===== src/design/cced_consts.vh =====
// Purpose: constants for the processor control and addressing decoder
// Assumes: included by bare name
// Notes: opcodes, field codes and clock costs
`ifndef CCED_CONSTS_VH
`define CCED_CONSTS_VH
// ----------------------------------------
// Opcodes
// ----------------------------------------
`define CCED_OP_CARRY_CLR 8'hF8
`define CCED_OP_CARRY_INV 8'hF5
`define CCED_OP_CARRY_SET 8'hF9
`define CCED_OP_DIR_CLR 8'hFC
`define CCED_OP_DIR_SET 8'hFD
`define CCED_OP_INT_CLR 8'hFA
`define CCED_OP_INT_SET 8'hFB
`define CCED_OP_STOP 8'hF4
`define CCED_OP_WAIT 8'h9B
`define CCED_OP_LOCK 8'hF0
`define CCED_OP_NOP 8'h90
// ----------------------------------------
// Fields
// ----------------------------------------
`define CCED_MOD_NODISP 2'h0
`define CCED_MOD_DISP8 2'h1
`define CCED_MOD_DISP16 2'h2
`define CCED_MOD_REG 2'h3
`define CCED_RM_DIRECT 3'h6
`define CCED_SEG_ES 2'h0
`define CCED_SEG_CS 2'h1
`define CCED_SEG_SS 2'h2
`define CCED_SEG_DS 2'h3
// ----------------------------------------
// Clock costs
// ----------------------------------------
`define CCED_CLK_SHORT 4'h2
`define CCED_CLK_NOP 4'h3
`define CCED_CLK_WAIT 4'h6
`define CCED_CLK_EA 4'h4
`define CCED_CLK_WORD 4'h4
// Reset values
`define CCED_RST_FLAG 1'b0
`endif


===== src/design/cced_decoder.v =====
// Purpose: processor control opcodes and addressing byte decoder
// Assumes: one byte presented per clock cycle with i_byte_valid high, synchronous inputs
// Notes: byte source must hold opcode bytes while o_busy is high; addressing and displacement bytes are taken while it is high
//
// Summary of operation
// - carry clear, invert, set in two clocks
// - direction clear and set in two clocks
// - interrupt enable clear and set, two clocks
// - lock prefix locks next instruction, two clocks
// - word memory transfers add four clocks
// - mode 11 selects register operand
// - modes give zero, sign-extended or 16-bit displacement
// - register/memory code picks base and index sum
// - mode 00 code 110 uses direct address
// - displacement follows addressing byte before immediates
// - address computation costs four clocks
// - segment override prefix selects segment
// - register codes map per width bit
// - base pointer forms default to stack segment
// - string destination always uses extra segment
// - readable stepping identifier output
`timescale 1ns/1ps
`include "cced_consts.vh"
module cced_decoder #(
    parameter [7:0] STEP_ID = 8'h5A // Arbitrary neutral stepping value
) (
    // Clock and reset
    input wire i_clk_sys,
    input wire i_resetn,
    // Instruction byte stream
    input wire i_byte_valid,
    input wire [7:0] i_byte,
    input wire i_has_modrm,    // Opcode just given is followed by addressing byte
    input wire i_width_word,   // Width bit of the current instruction
    input wire i_mem_xfers,    // Instruction makes a memory transfer
    input wire i_string_dest,  // Operand is a string destination via DI
    // Register file values
    input wire [15:0] i_bx,
    input wire [15:0] i_bp,
    input wire [15:0] i_si,
    input wire [15:0] i_di,
    // Wait input, low means continue
    input wire i_test_n,
    // Flag state
    output reg o_carry_ff,
    output reg o_dir_ff,
    output reg o_int_en_ff,
    output reg o_lock_ff,
    output reg o_halted_ff,
    // Decode results
    output reg o_busy_ff,
    output reg o_done_ff,
    output reg [3:0] o_clocks_ff,
    output reg o_reg_operand_ff,
    output reg [3:0] o_reg_sel_ff,      // {width, code}
    output reg [15:0] o_effective_location_ff,
    output reg [1:0] o_segment_ff,
    output reg [7:0] o_stepping_identifier_ff
);
    // ----------------------------------------
    // States
    // ----------------------------------------
    localparam [2:0] ST_OPC = 3'd0;
    localparam [2:0] ST_MODRM = 3'd1;
    localparam [2:0] ST_DLO = 3'd2;
    localparam [2:0] ST_DHI = 3'd3;
    localparam [2:0] ST_EXEC = 3'd4;
    localparam [2:0] ST_WAIT = 3'd5;
    localparam [2:0] ST_STOP = 3'd6;

    reg [2:0] state_ff;         // Sequencer state
    reg [3:0] cnt_ff;           // Execution clocks counted so far
    reg [3:0] cost_ff;          // Clocks charged for current instruction
    reg [1:0] mod_ff;           // Captured mode field
    reg [2:0] rm_ff;            // Captured register/memory field
    reg [7:0] disp_lo_ff;       // Low displacement byte
    reg seg_ovr_ff;             // Override prefix seen
    reg [1:0] seg_ovr_sel_ff;   // Override segment
    reg lock_pend_ff;           // Lock prefix waiting for next instruction
    reg [7:0] opc_ff;           // Current opcode

    // ----------------------------------------
    // Helper functions
    // ----------------------------------------
    // Base and index sum for a register/memory code
    function [15:0] ea_base;
        input [2:0] rm;
        input [15:0] bx, bp, si, di;
        begin
            case (rm)
                3'd0: ea_base = bx + si;
                3'd1: ea_base = bx + di;
                3'd2: ea_base = bp + si;
                3'd3: ea_base = bp + di;
                3'd4: ea_base = si;
                3'd5: ea_base = di;
                3'd6: ea_base = bp;
                default: ea_base = bx;
            endcase
        end
    endfunction

    // Default segment; base pointer forms use stack
    function [1:0] def_seg;
        input [1:0] md;
        input [2:0] rm;
        begin
            if (rm == 3'd2 || rm == 3'd3 || (rm == `CCED_RM_DIRECT && md != `CCED_MOD_NODISP)) begin
                def_seg = `CCED_SEG_SS;
            end else begin
                def_seg = `CCED_SEG_DS;
            end
        end
    endfunction

    // Memory cost with address time and word penalty
    function [3:0] mem_cost;
        input word;
        input xfer;
        begin
            mem_cost = `CCED_CLK_EA;
            if (word && xfer) begin
                mem_cost = mem_cost + `CCED_CLK_WORD;
            end
        end
    endfunction

    // Prefix bytes: lock or segment override
    function is_prefix;
        input [7:0] op;
        begin
            is_prefix = (op == `CCED_OP_LOCK) || ((op[7:5] == 3'b001) && (op[2:0] == 3'b110));
        end
    endfunction

    wire is_seg_prefix = (i_byte[7:5] == 3'b001) && (i_byte[2:0] == 3'b110);
    wire [15:0] disp_s8 = {{8{i_byte[7]}}, i_byte};

    // ----------------------------------------
    // Sequencer
    // ----------------------------------------
    // Single process keeps flag effects and timing in one place
    always @(posedge i_clk_sys or negedge i_resetn) begin
        if (!i_resetn) begin
            state_ff <= ST_OPC;
            cnt_ff <= 4'h0;
            cost_ff <= 4'h0;
            mod_ff <= 2'h0;
            rm_ff <= 3'h0;
            disp_lo_ff <= 8'h00;
            seg_ovr_ff <= 1'b0;
            seg_ovr_sel_ff <= 2'h0;
            lock_pend_ff <= 1'b0;
            opc_ff <= 8'h00;
            o_carry_ff <= `CCED_RST_FLAG;
            o_dir_ff <= `CCED_RST_FLAG;
            o_int_en_ff <= `CCED_RST_FLAG;
            o_lock_ff <= 1'b0;
            o_halted_ff <= 1'b0;
            o_busy_ff <= 1'b0;
            o_done_ff <= 1'b0;
            o_clocks_ff <= 4'h0;
            o_reg_operand_ff <= 1'b0;
            o_reg_sel_ff <= 4'h0;
            o_effective_location_ff <= 16'h0000;
            o_segment_ff <= `CCED_SEG_DS;
            o_stepping_identifier_ff <= 8'h00;
        end else begin
            o_stepping_identifier_ff <= STEP_ID;
            o_done_ff <= 1'b0;
            case (state_ff)
                // Opcode or prefix byte
                ST_OPC: begin
                    if (i_byte_valid) begin
                        opc_ff <= i_byte;
                        o_busy_ff <= 1'b1;
                        o_lock_ff <= lock_pend_ff;
                        if (is_seg_prefix) begin
                            seg_ovr_ff <= 1'b1;
                            seg_ovr_sel_ff <= i_byte[4:3];
                            cost_ff <= `CCED_CLK_SHORT;
                            state_ff <= ST_EXEC;
                        end else if (i_byte == `CCED_OP_LOCK) begin
                            lock_pend_ff <= 1'b1;
                            cost_ff <= `CCED_CLK_SHORT;
                            state_ff <= ST_EXEC;
                        end else if (i_byte == `CCED_OP_WAIT) begin
                            cost_ff <= `CCED_CLK_WAIT;
                            state_ff <= ST_WAIT;
                        end else if (i_byte == `CCED_OP_NOP) begin
                            cost_ff <= `CCED_CLK_NOP;
                            state_ff <= ST_EXEC;
                        end else if (i_has_modrm) begin
                            state_ff <= ST_MODRM;
                        end else begin
                            cost_ff <= `CCED_CLK_SHORT;
                            state_ff <= ST_EXEC;
                        end
                        cnt_ff <= 4'h1;
                    end
                end
                // Addressing byte
                ST_MODRM: begin
                    if (i_byte_valid) begin
                        mod_ff <= i_byte[7:6];
                        rm_ff <= i_byte[2:0];
                        o_reg_sel_ff <= {i_width_word, i_byte[5:3]};
                        if (i_byte[7:6] == `CCED_MOD_REG) begin
                            o_reg_operand_ff <= 1'b1;
                            o_reg_sel_ff <= {i_width_word, i_byte[2:0]};
                            cost_ff <= `CCED_CLK_SHORT;
                            state_ff <= ST_EXEC;
                        end else begin
                            o_reg_operand_ff <= 1'b0;
                            cost_ff <= mem_cost(i_width_word, i_mem_xfers);
                            // Displacement bytes come next, before immediates
                            if (i_byte[7:6] == `CCED_MOD_NODISP && i_byte[2:0] == `CCED_RM_DIRECT) begin
                                state_ff <= ST_DLO;
                            end else if (i_byte[7:6] == `CCED_MOD_NODISP) begin
                                o_effective_location_ff <= ea_base(i_byte[2:0], i_bx, i_bp, i_si, i_di);
                                state_ff <= ST_EXEC;
                            end else begin
                                state_ff <= ST_DLO;
                            end
                            if (i_string_dest) begin
                                o_segment_ff <= `CCED_SEG_ES;
                            end else if (seg_ovr_ff) begin
                                o_segment_ff <= seg_ovr_sel_ff;
                            end else begin
                                o_segment_ff <= def_seg(i_byte[7:6], i_byte[2:0]);
                            end
                        end
                        cnt_ff <= 4'h1;
                    end
                end
                // Low displacement byte
                ST_DLO: begin
                    if (i_byte_valid) begin
                        disp_lo_ff <= i_byte;
                        if (mod_ff == `CCED_MOD_DISP8) begin
                            o_effective_location_ff <= ea_base(rm_ff, i_bx, i_bp, i_si, i_di) + disp_s8;
                            state_ff <= ST_EXEC;
                        end else begin
                            state_ff <= ST_DHI;
                        end
                    end
                end
                // High displacement byte sits above the low one
                ST_DHI: begin
                    if (i_byte_valid) begin
                        if (mod_ff == `CCED_MOD_NODISP) begin
                            o_effective_location_ff <= {i_byte, disp_lo_ff};
                        end else begin
                            o_effective_location_ff <= ea_base(rm_ff, i_bx, i_bp, i_si, i_di) + {i_byte, disp_lo_ff};
                        end
                        state_ff <= ST_EXEC;
                    end
                end
                // Count out clocks; apply effect on the last one
                ST_EXEC: begin
                    if (cnt_ff >= cost_ff) begin
                        case (opc_ff)
                            `CCED_OP_CARRY_CLR: o_carry_ff <= 1'b0;
                            `CCED_OP_CARRY_INV: o_carry_ff <= ~o_carry_ff;
                            `CCED_OP_CARRY_SET: o_carry_ff <= 1'b1;
                            `CCED_OP_DIR_CLR: o_dir_ff <= 1'b0;
                            `CCED_OP_DIR_SET: o_dir_ff <= 1'b1;
                            `CCED_OP_INT_CLR: o_int_en_ff <= 1'b0;
                            `CCED_OP_INT_SET: o_int_en_ff <= 1'b1;
                            default: ;
                        endcase
                        o_clocks_ff <= cost_ff;
                        o_done_ff <= 1'b1;
                        // Prefixes keep override and lock for the next byte
                        if (!is_prefix(opc_ff)) begin
                            seg_ovr_ff <= 1'b0;
                            lock_pend_ff <= 1'b0;
                        end
                        if (opc_ff == `CCED_OP_STOP) begin
                            o_halted_ff <= 1'b1;
                            state_ff <= ST_STOP;
                        end else begin
                            o_busy_ff <= 1'b0;
                            state_ff <= ST_OPC;
                        end
                    end else begin
                        cnt_ff <= cnt_ff + 4'h1;
                    end
                end
                // Stall until the test input goes low
                ST_WAIT: begin
                    if (!i_test_n) begin
                        state_ff <= ST_EXEC;
                    end
                end
                // Halted: only reset leaves this state
                ST_STOP: begin
                    o_busy_ff <= 1'b1;
                end
                default: state_ff <= ST_OPC;
            endcase
        end
    end
endmodule // cced_decoder


===== config.mk =====
export PLATFORM = sky130hd
export DESIGN_NAME = cced_decoder
export DESIGN_NICKNAME = d
export VERILOG_FILES = /design/src/design/cced_decoder.v
export VERILOG_INCLUDE_DIRS = /design/src /design/src/design
export SDC_FILE = /design/constraint.sdc
export NUM_CORES = 1
export LEC_CHECK = 0
export ABC_CLOCK_PERIOD_IN_PS = 4150
export BUFFER_PORTS_ARGS = -buffer_cell sky130_fd_sc_hd__buf_4
export CORE_MARGIN = 2
export CORE_UTILIZATION = 45
export DETAILED_ROUTE_END_ITERATION = 16
export PLACE_DENSITY_LB_ADDON = 0.12
export SYNTH_ARGS = -nofsm -noshare
export SYNTH_HDL_FRONTEND = slang
export SYNTH_SLANG_ARGS = --single-unit
export TNS_END_PERCENT = 100

===== constraint.sdc =====
create_clock -name i_clk_sys -period 4.15 [get_ports i_clk_sys]
set_input_delay 0.6225 -clock i_clk_sys [delete_from_list [all_inputs] [get_ports i_clk_sys]]
set_output_delay 0.6225 -clock i_clk_sys [all_outputs]
set_load 0.02 [all_outputs]

### Yosys cells after proc, flatten, opt, wreduce, memory -nomap -nowiden

Index checks and enable logic that the tools add are counted.
W data, S select, Z words.

* bits in registers: 71
* output and inout port bits: 42
* word-level logic and storage cells: 197

* reductions and logical operators: 40
* muxes and demuxes: 70
* magnitude comparators: 1
* bitwise gates (word level): 3
* eq/ne operators: 53
* add/sub/neg operators: 7

Operator list (count)
* $mux W16: 14
* $pmux W16 S7: 2
* $add A16 B16 Y16: 6
* $eq A8 B8 Y1 const B: 12
* $mux W3: 17
* $pmux W16 S3: 1
* $mux W4: 11
* $ne A2 B2 Y1 const B: 16
* $eq A3 B3 Y1 const B: 10
* $pmux W3 S7: 1
* $reduce_and A3 Y1: 7
* $eq A3 B2 Y1 const B: 6
* $pmux W4 S2: 2
* $eq A3 B1 Y1 const B: 5
* $mux W1: 14
* $reduce_bool A2 Y1: 6
* $logic_not A3 Y1: 3
* $reduce_bool A3 Y1: 3
* $pmux W1 S2: 4
* $reduce_and A2 Y1: 4
* $reduce_and A4 Y1: 2
* $reduce_and A8 Y1: 1
* $reduce_and A7 Y1: 1
* $ne A6 B6 Y1 const B: 1
* other kinds (14): 25

### Depth between registers and ports, before layout

Gate-level depths: netlist of run 1.

* depth in word-level cells: 9
* mapped depth: 25
* depth with buffers taken out: 25

### Least setup slack after synthesis of run 1

No wires, ideal clock.

* path type: input-to-reg
* start: input i_bp[0]
* end: register o_effective_location_ff[15]
* stages on the path: 23
* data required time: 4025 ps
* path slack: -954 ps
* setup time: 125 ps
* data arrival time: 4979 ps
* path through: ha_1 fa_1 a21o_1 a21oi_1 nor2b_1 o21a_1 o41ai_1 xnor2_1 mux2i_1 a221oi_1 a21oi_1 o22a_1 ha_1 nand2_1 o31ai_1 o31a_1 a31oi_1 o21ai_0 or3_1 mux2i_1 or3_1 a21oi_1 o21ai_1

* word-level cells in the longest chain between the ends: 9
* elaborated cells on any way between the ends: 21
* those cells by class: add/sub: 4; mux: 17

Ends and longest elaborated chain
* from (decl): line cced_decoder.v:39 `input wire [15:0] i_bp,`
* $add A16 B16 Y16, on equally long branches: line cced_decoder.v:94, cced_decoder.v:93
* $pmux W16 S7: line cced_decoder.v:90 `case (rm)`
* $mux W16, on equally long branches: line cced_decoder.v:251, cced_decoder.v:240
* $mux W16, on equally long branches: line cced_decoder.v:250, cced_decoder.v:238
* $mux W16: line cced_decoder.v:171 `case (state_ff)`
* $add A16 B16 Y16, on equally long branches: line cced_decoder.v:254, cced_decoder.v:241
* $mux W16, on equally long branches: line cced_decoder.v:251, cced_decoder.v:240
* $mux W16, on equally long branches: line cced_decoder.v:250, cced_decoder.v:238
* $pmux W16 S3 *: line cced_decoder.v:171
* to (signal assigned): line cced_decoder.v:241 `o_effective_location_ff <= ea_base(rm_ff, i_bx, i_bp, i_si, i_di) + disp_s8;`
* to (signal assigned): line cced_decoder.v:252 `o_effective_location_ff <= {i_byte, disp_lo_ff};`
* to (signal assigned): line cced_decoder.v:254 `o_effective_location_ff <= ea_base(rm_ff, i_bx, i_bp, i_si, i_di) + {i_byte, disp_lo_ff};`
* to (decl): line cced_decoder.v:56 `output reg [15:0] o_effective_location_ff,`

Every way passes the cells marked *; elsewhere a longest branch is shown, timed or not. The select of a mux whose other input is x is not followed.
A chain may end at the register's enable or synchronous reset.

### Worst setup path in the final report of run 1

* start: input i_di[0]
* end: register o_effective_location_ff[15]

* word-level cells in the longest chain between the ends: 9
* elaborated cells on any way between the ends: 21
* those cells by class: add/sub: 4; mux: 17

Ends and longest elaborated chain
* from (decl): line cced_decoder.v:41 `input wire [15:0] i_di,`
* $add A16 B16 Y16, on equally long branches: line cced_decoder.v:94, cced_decoder.v:92
* $pmux W16 S7: line cced_decoder.v:90
* $mux W16, on equally long branches: line cced_decoder.v:251, cced_decoder.v:240
* $mux W16, on equally long branches: line cced_decoder.v:250, cced_decoder.v:238
* $mux W16: line cced_decoder.v:171
* $add A16 B16 Y16, on equally long branches: line cced_decoder.v:254, cced_decoder.v:241
* $mux W16, on equally long branches: line cced_decoder.v:251, cced_decoder.v:240
* $mux W16, on equally long branches: line cced_decoder.v:250, cced_decoder.v:238
* $pmux W16 S3 *: line cced_decoder.v:171

Marks and branches as above.

==> reports/qor.yml, run 1 <==
post-route-period-util_pct: 115.7
tns_ps: -2918
r2r_setup_slack_ps: 10
cp-start-kind: "input pin"
crit_type: "in2reg"
nets: 1732
grt_overflow: 0
met2_usage_pct: 52.60
grt_pass1_wl_mm: 55.72
drt-pass1-iter-count: 5
crit_required_ps: 4370
vias: 10810
setup_viol: 8
die_h_um: 150.0
power_density_nw_per_um2: 681.2
htreeDepth: 3
ir_drop_mv: 0.3509
dp_slack_ps: -1074
grt_max_degree: 72
cts-root-buf: "clkbuf_16"
synth_area_per_cell_um2: 8.001
worst-path-max-fanout: 3
grt_pass1_vias: 10520
final_cell_mix: "buf_4, nand2_1, a21oi_1"
fin_skew_ps: 7.304
routabilityCongestion: 0.9450
synth-seq-cells: 71
grt_use_met1_pct: 42.25
drv_cap: 0
area_delta_synth_final_pct: 40.24
place.port_buffers: 117
placed_cells: 1798
clk_latency_ps: 340
place_area_um2: 12650
initialDrtViolationCount: 718
finalWorstSetupSlack_ps: -652.2
hp-class: "in2async"
worst-path-buf-inv: 2
postLayoutCellArea_um2: 13450
violations: "negative setup slack"
final_max_slew_viol_count: 0
fin_cells: 1829
die-area_um2: 22500
cts.path.max_buffers: 2
crit_slowest_cell: "a2111o_1"
initial_core_util_pct: 45.78
ys_seq_area_share_pct: 18.55
drive_above_1_share_pct: 36.29
crit_arrival_ps: 5020
yosys_warnings: 0
outcome: "complete, but fails checks"
syn_area_um2: 9593
critPathTopFamily: "compound AO/OA/AOI/OAI gates"
period_needed_ps: 4802
fin_hold_ws_ps: 396.4
grt_antenna_before_repair: 0
antenna_cells: 0
clk_pin_slew_ps: 60
worstMarginPinSlew_ps: 1058
p_leak_nw: 6.289
wl_per_cell_um: 19.28
hpwlAfterDp_mm: 27.61
cts_made_buffers: 9
rsz0062_at_grt: "yes"
synthDistinctLibCells: 81
num_io_pins: 122
rows: 53
synth_ff_type: "dfrtp_1"
clock.fmax_mhz: 208.2
hold_viol_final: 0
grtUsageMet3_pct: 3.994
syn_inst: 1199
layout_commonest_cell: "buf_4"
cpPeakStageDelay_ps: 410
relSlewSlack_pct: 29.21
drcViolationCount: 0
routed_wirelength_mm: 35.26
synth-edff-count: 0
avgViaCountPerCell: 5.908
worstSetupEndpointType: "flip-flop"
die_w_um: 150.0
ant_nets: 0
ys_async_sr_fraction_pct: 100.0
cts_tree: "yes"
top_usage_layer: "met2"
cts_sinks: 71
core_um2: 20960
grt_usage_pct: 31.62
[synthesized netlist by cell type, types with 23 or more instances]
cell type | number | area share [%]
nand2_1 | 135 | 5.3
xor2_1 | 34 | 3.1
a21oi_1 | 104 | 5.4
dfrtp_1 | 69 | 18
o21ai_0 | 88 | 4.6
o211ai_1 | 23 | 1.8
nand3_1 | 30 | 1.6
clkbuf_1 | 36 | 1.4
mux2i_1 | 30 | 3.1
nor2_1 | 88 | 3.4
nor3_1 | 28 | 1.5
xnor2_1 | 45 | 4.1
mux2_2 | 41 | 4.8
a21o_1 | 30 | 2.3
inv_1 | 43 | 1.7
ha_1 | 97 | 13
[sequential cells by signal (all words and copies together), names as in the netlist, 2 cells and up]
name                     count
mod_ff                       2
o_effective_location_ff     16
rm_ff                        3
cost_ff                      4
opc_ff                       8
o_clocks_ff                  4
cnt_ff                       4
o_reg_sel_ff                 4
state_ff                     3
o_segment_ff                 2
seg_ovr_sel_ff               2
disp_lo_ff                   8
[worst paths after layout]
kind / from / endpoint / cells after the start
setup / recovery: i_di[0] / o_effective_location_ff[15]$_DFFE_PN0P_ / 25
hold / removal: i_resetn / o_stepping_identifier_ff[1]$_DFF_PN0_ / 1
setup reg to reg: rm_ff[2]$_DFFE_PN0P_ / o_effective_location_ff[15]$_DFFE_PN0P_ / 17
hold reg to reg: o_segment_ff[0]$_DFFE_PN1P_ / o_segment_ff[0]$_DFFE_PN1P_ / 2
max in group asynchronous: i_resetn / rm_ff[1]$_DFFE_PN0P_ / 1
min in group i_clk_sys: i_string_dest / o_segment_ff[0]$_DFFE_PN1P_ / 2
[routing by layer]
metal | vias up | share of wire, %
met5 | - | 0
met4 | 0 | 3.4
met1 | 5147 | 44
li1 | 5164 | -
met2 | 406 | 47
met3 | 88 | 5.7
[cells by family after synthesis]
family                   count (synthesis)  share of synthesized area [%]
AND/OR/NAND/NOR                        352                          16.69
XOR/XNOR                                79                          7.213
adder cells (fa/ha/maj)                103                          13.90
other                                    2                        0.07829
buffers and inverters                  102                          4.734
multiplexers                            84                          11.00
flip-flops                              71                          18.55
AO/OA/AOI/OAI                          406                          27.83
[layout make-up]
type | instances | area [um^2]
timing repair buffer | 395 | 3032
sequential | 71 | 1782
clock buffer | 11 | 242.7
clock inverter | 5 | 35.03
inverter | 43 | 163.9
tap | 275 | 344.1
fill | 1870 | 7502
multi-input combinational | 1029 | 7854
[per-stage QoR]
step                      util, %  power, mW
after floorplan                 -      5.207
after global placement      60.35      7.477
after detailed placement    60.35      7.597
after CTS                   62.98      8.721
after global routing        64.20      9.867
final                       64.20      9.164
[power breakdown]
| part | switching (mW) | internal, mW |
|---|---|---|
| Clock | 0.321 | 0.421 |
| Combinational | 3.66 | 3.49 |
| Sequential | 0.296 | 0.980 |
| Total | 4.28 | 4.89 |
[worst reg2reg max path, delay by kind of cell, from the launching register on]
family | cells | cell delay (ps)
DFF | 1 | 690
adders and majority gates | 1 | 290
muxes | 1 | 150
and+or+nand+nor | 3 | 900
AOI/OAI and AO/OA | 10 | 1650
buffers and inverters | 2 | 340
[timing repair]
action                                  CTS  global route
endpoints found under the setup margin    8            12
gates resized for setup                  52            49
hold buffers                              0             0
pin swaps                                38            35
buffers inserted                         12             8
No activity file was read; power rests on OpenSTA's default activity.
==> run 2, diff against run 1 <==
Settings changed: SETUP_SLACK_MARGIN set to 0.1.
==> reports/qor.yml, run 2 (synthesis gave the netlist of run 1 again) <==
r2r_setup_slack_ps: -50  # was 10 ps
largestRegisters: "o_effective_location_ff x16, disp_lo_ff x8, opc_ff x8"  # unchanged
final_cell_mix: "buf_4, nand2_1, a21oi_1"  # unchanged
utilization_pct: 64.43  # was 64.20%
drcViolationCount: 0  # unchanged
final_max_slew_viol_count: 0  # unchanged
worst-path-max-fanout: 3  # unchanged
power_density_nw_per_um2: 680.9  # was 681.2 nW/um^2
die_h_um: 150.0  # unchanged
die_w_um: 150.0  # unchanged
fin_cells: 1828  # was 1829
period_needed_ps: 4836  # was 4802 ps
rows: 53  # unchanged
initial_core_util_pct: 45.78  # unchanged
reg2reg_from: "rm_ff[2]$_DFFE_PN0P_"  # unchanged
r2r_cells: 16  # was 17
crit_required_ps: 4370  # about the same
outcome: "complete, but fails checks"  # unchanged
power_mw: 9.192  # was 9.164 mW
ir_drop_mv: 0.3609  # was 0.3509 mV
cts-root-buf: "clkbuf_16"  # unchanged
area_delta_synth_final_pct: 40.73  # was 40.24%
clk_pin_slew_ps: 60  # about the same
cts_tree: "yes"  # unchanged
grt_overflow: 0  # unchanged
ant_nets: 0  # unchanged
place.port_buffers: 117  # unchanged
grt_usage_pct: 31.03  # was 31.62%
relSlewSlack_pct: 31.17  # was 29.21%
rsz0062_at_grt: "yes"  # unchanged
num_io_pins: 122  # unchanged
post-route-period-util_pct: 116.5  # was 115.7%
vias: 10900  # was 10810
multi_input_area_um2: 7878  # was 7854 um^2
avgViaCountPerCell: 5.960  # was 5.908
hold_viol_final: 0  # unchanged
crit_arrival_ps: 5050  # was 5020 ps
drv_cap: 0  # unchanged
initialDrtViolationCount: 851  # was 718
cts_made_buffers: 9  # unchanged
grt_pass1_wl_mm: 54.57  # was 55.72 mm
clock.fmax_mhz: 206.8  # was 208.2 MHz
placed_cells: 1799  # was 1798
cts.path.max_buffers: 2  # unchanged
crit_type: "in2reg"  # unchanged
cp-start-kind: "input pin"  # unchanged
core_um2: 20960  # unchanged
rr_endpoint: "o_effective_location_ff[15]$_DFFE_PN0P_"  # unchanged
largest_register: "o_effective_location_ff"  # unchanged
largest_reg_flops: 16  # unchanged
routabilityCongestion: 0.9360  # was 0.9450
finalWorstSetupSlack_ps: -685.6  # was -652.2 ps
p_leak_nw: 6.284  # was 6.289 nW
worstMarginPinSlew_ps: 1032  # was 1058 ps
grt_pass1_vias: 10320  # was 10520
fillers: 1891  # was 1870
htreeDepth: 3  # unchanged
layout_commonest_cell: "buf_4"  # unchanged
worstSetupEndpointType: "flip-flop"  # unchanged
clk_latency_ps: 340  # about the same
nets: 1731  # was 1732
antenna_cells: 0  # unchanged
violations: "negative setup slack"  # unchanged
drt-pass1-iter-count: 7  # was 5
area.sequential_um2: 1782  # unchanged
routed_wirelength_mm: 35.05  # was 35.26 mm
cts_sinks: 71  # unchanged
hp-class: "in2async"  # unchanged
fin_skew_ps: 6.873  # was 7.304 ps
wl_per_cell_um: 19.17  # was 19.28 um
grt_antenna_before_repair: 0  # unchanged
hpwlAfterDp_mm: 27.28  # was 27.61 mm
setup_viol: 6  # was 8
drive_above_1_share_pct: 36.06  # was 36.29%
grt_max_degree: 72  # unchanged
die-area_um2: 22500  # unchanged
-- run 2: cell types whose count changed in the layout (fill, tap and decap cells not counted), sizes merged --
cell / before / now
clkinv: 4 / 2
bufinv: 0 / 2
buf: 395 / 394
clkbuf: 11 / 10
inv: 43 / 44
-- run 2: timing repair --
| action | CTS | global route |
|---|---|---|
| endpoints found under the setup margin | 10 | 11 |
| resized for setup | 64 | 36 |
| hold endpoints to repair | 0 | 0 |
| pin swaps | 27 | 29 |
| hold buffers | 0 | 0 |
| buffers inserted | 7 | 7 |
-- run 2: stage by stage --
| stage | setup WS [ps] | hold WS [ps] | instance area, um^2 | setup TNS, ps |
|---|---|---|---|---|
| after floorplan | -626.0 | 326.9 | 9721 | -1325 |
| after global placement | -1064 | 462.9 | 12660 | -6651 |
| after detailed placement | -1133 | 462.0 | 12660 | -7068 |
| after CTS | -637.0 | 433.3 | 13270 | -1989 |
| after global routing | -896.8 | 449.9 | 13500 | -3414 |
| final | -685.6 | 400.2 | 13500 | -1929 |
-- run 2: power by group --
group          internal, mW  total, mW  switching [mW]
clock                 0.531      0.851           0.321
combinational          3.44       7.08            3.63
sequential            0.981       1.26           0.282
-- run 2: per-layer routing --
layer / up-vias / track usage (%) / routed length (um)
met5: - / 0 / 0
met4: 0 / 10.28 / 1107
met3: 85 / 3.201 / 2373
met2: 472 / 51.76 / 16450
met1: 5170 / 41.97 / 15120
li1: 5168 / - / -
-- run 2: how the worst max path moves through the flow --
stage                                              endpoint  cells past startpoint  slack [ps]  startpoint
finish              o_effective_location_ff[15]$_DFFE_PN0P_                     25        -690     i_di[0]
floorplan           o_effective_location_ff[15]$_DFFE_PN0P_                     23        -630     i_bx[0]
CTS                 o_effective_location_ff[15]$_DFFE_PN0P_                     24        -640     i_di[0]
detailed placement  o_effective_location_ff[15]$_DFFE_PN0P_                     22       -1130     i_bp[0]
global placement    o_effective_location_ff[15]$_DFFE_PN0P_                     22       -1060     i_bp[0]
global route        o_effective_location_ff[15]$_DFFE_PN0P_                     25        -900     i_bp[0]
-- run 2: cell type report --
class | instances | area share, %
timing repair buffer | 394 | 22.32
sequential | 71 | 13.20
tap | 275 | 2.549
clock buffer | 10 | 1.696
inverter | 43 | 1.196
multi-input combinational | 1029 | 58.35
clock inverter | 6 | 0.6951
-- run 2: critical path: stages --
cell and delay [ps]:
buf_8 110, ha_4 150, fa_2 350, a21o_1 190
a21oi_2 160, nor2b_1 60, o21a_1 220, o41ai_4 200
buf_4 200, buf_4 110, buf_4 110, o2111ai_1 170
a21o_1 210, a21oi_1 160, xnor2_1 200, a21oi_1 130
o21ai_2 240, ha_1 290, a21o_1 200, a31oi_2 180
or2_2 150, mux2i_1 80, or3_1 320, a21oi_1 150
o21ai_1 80
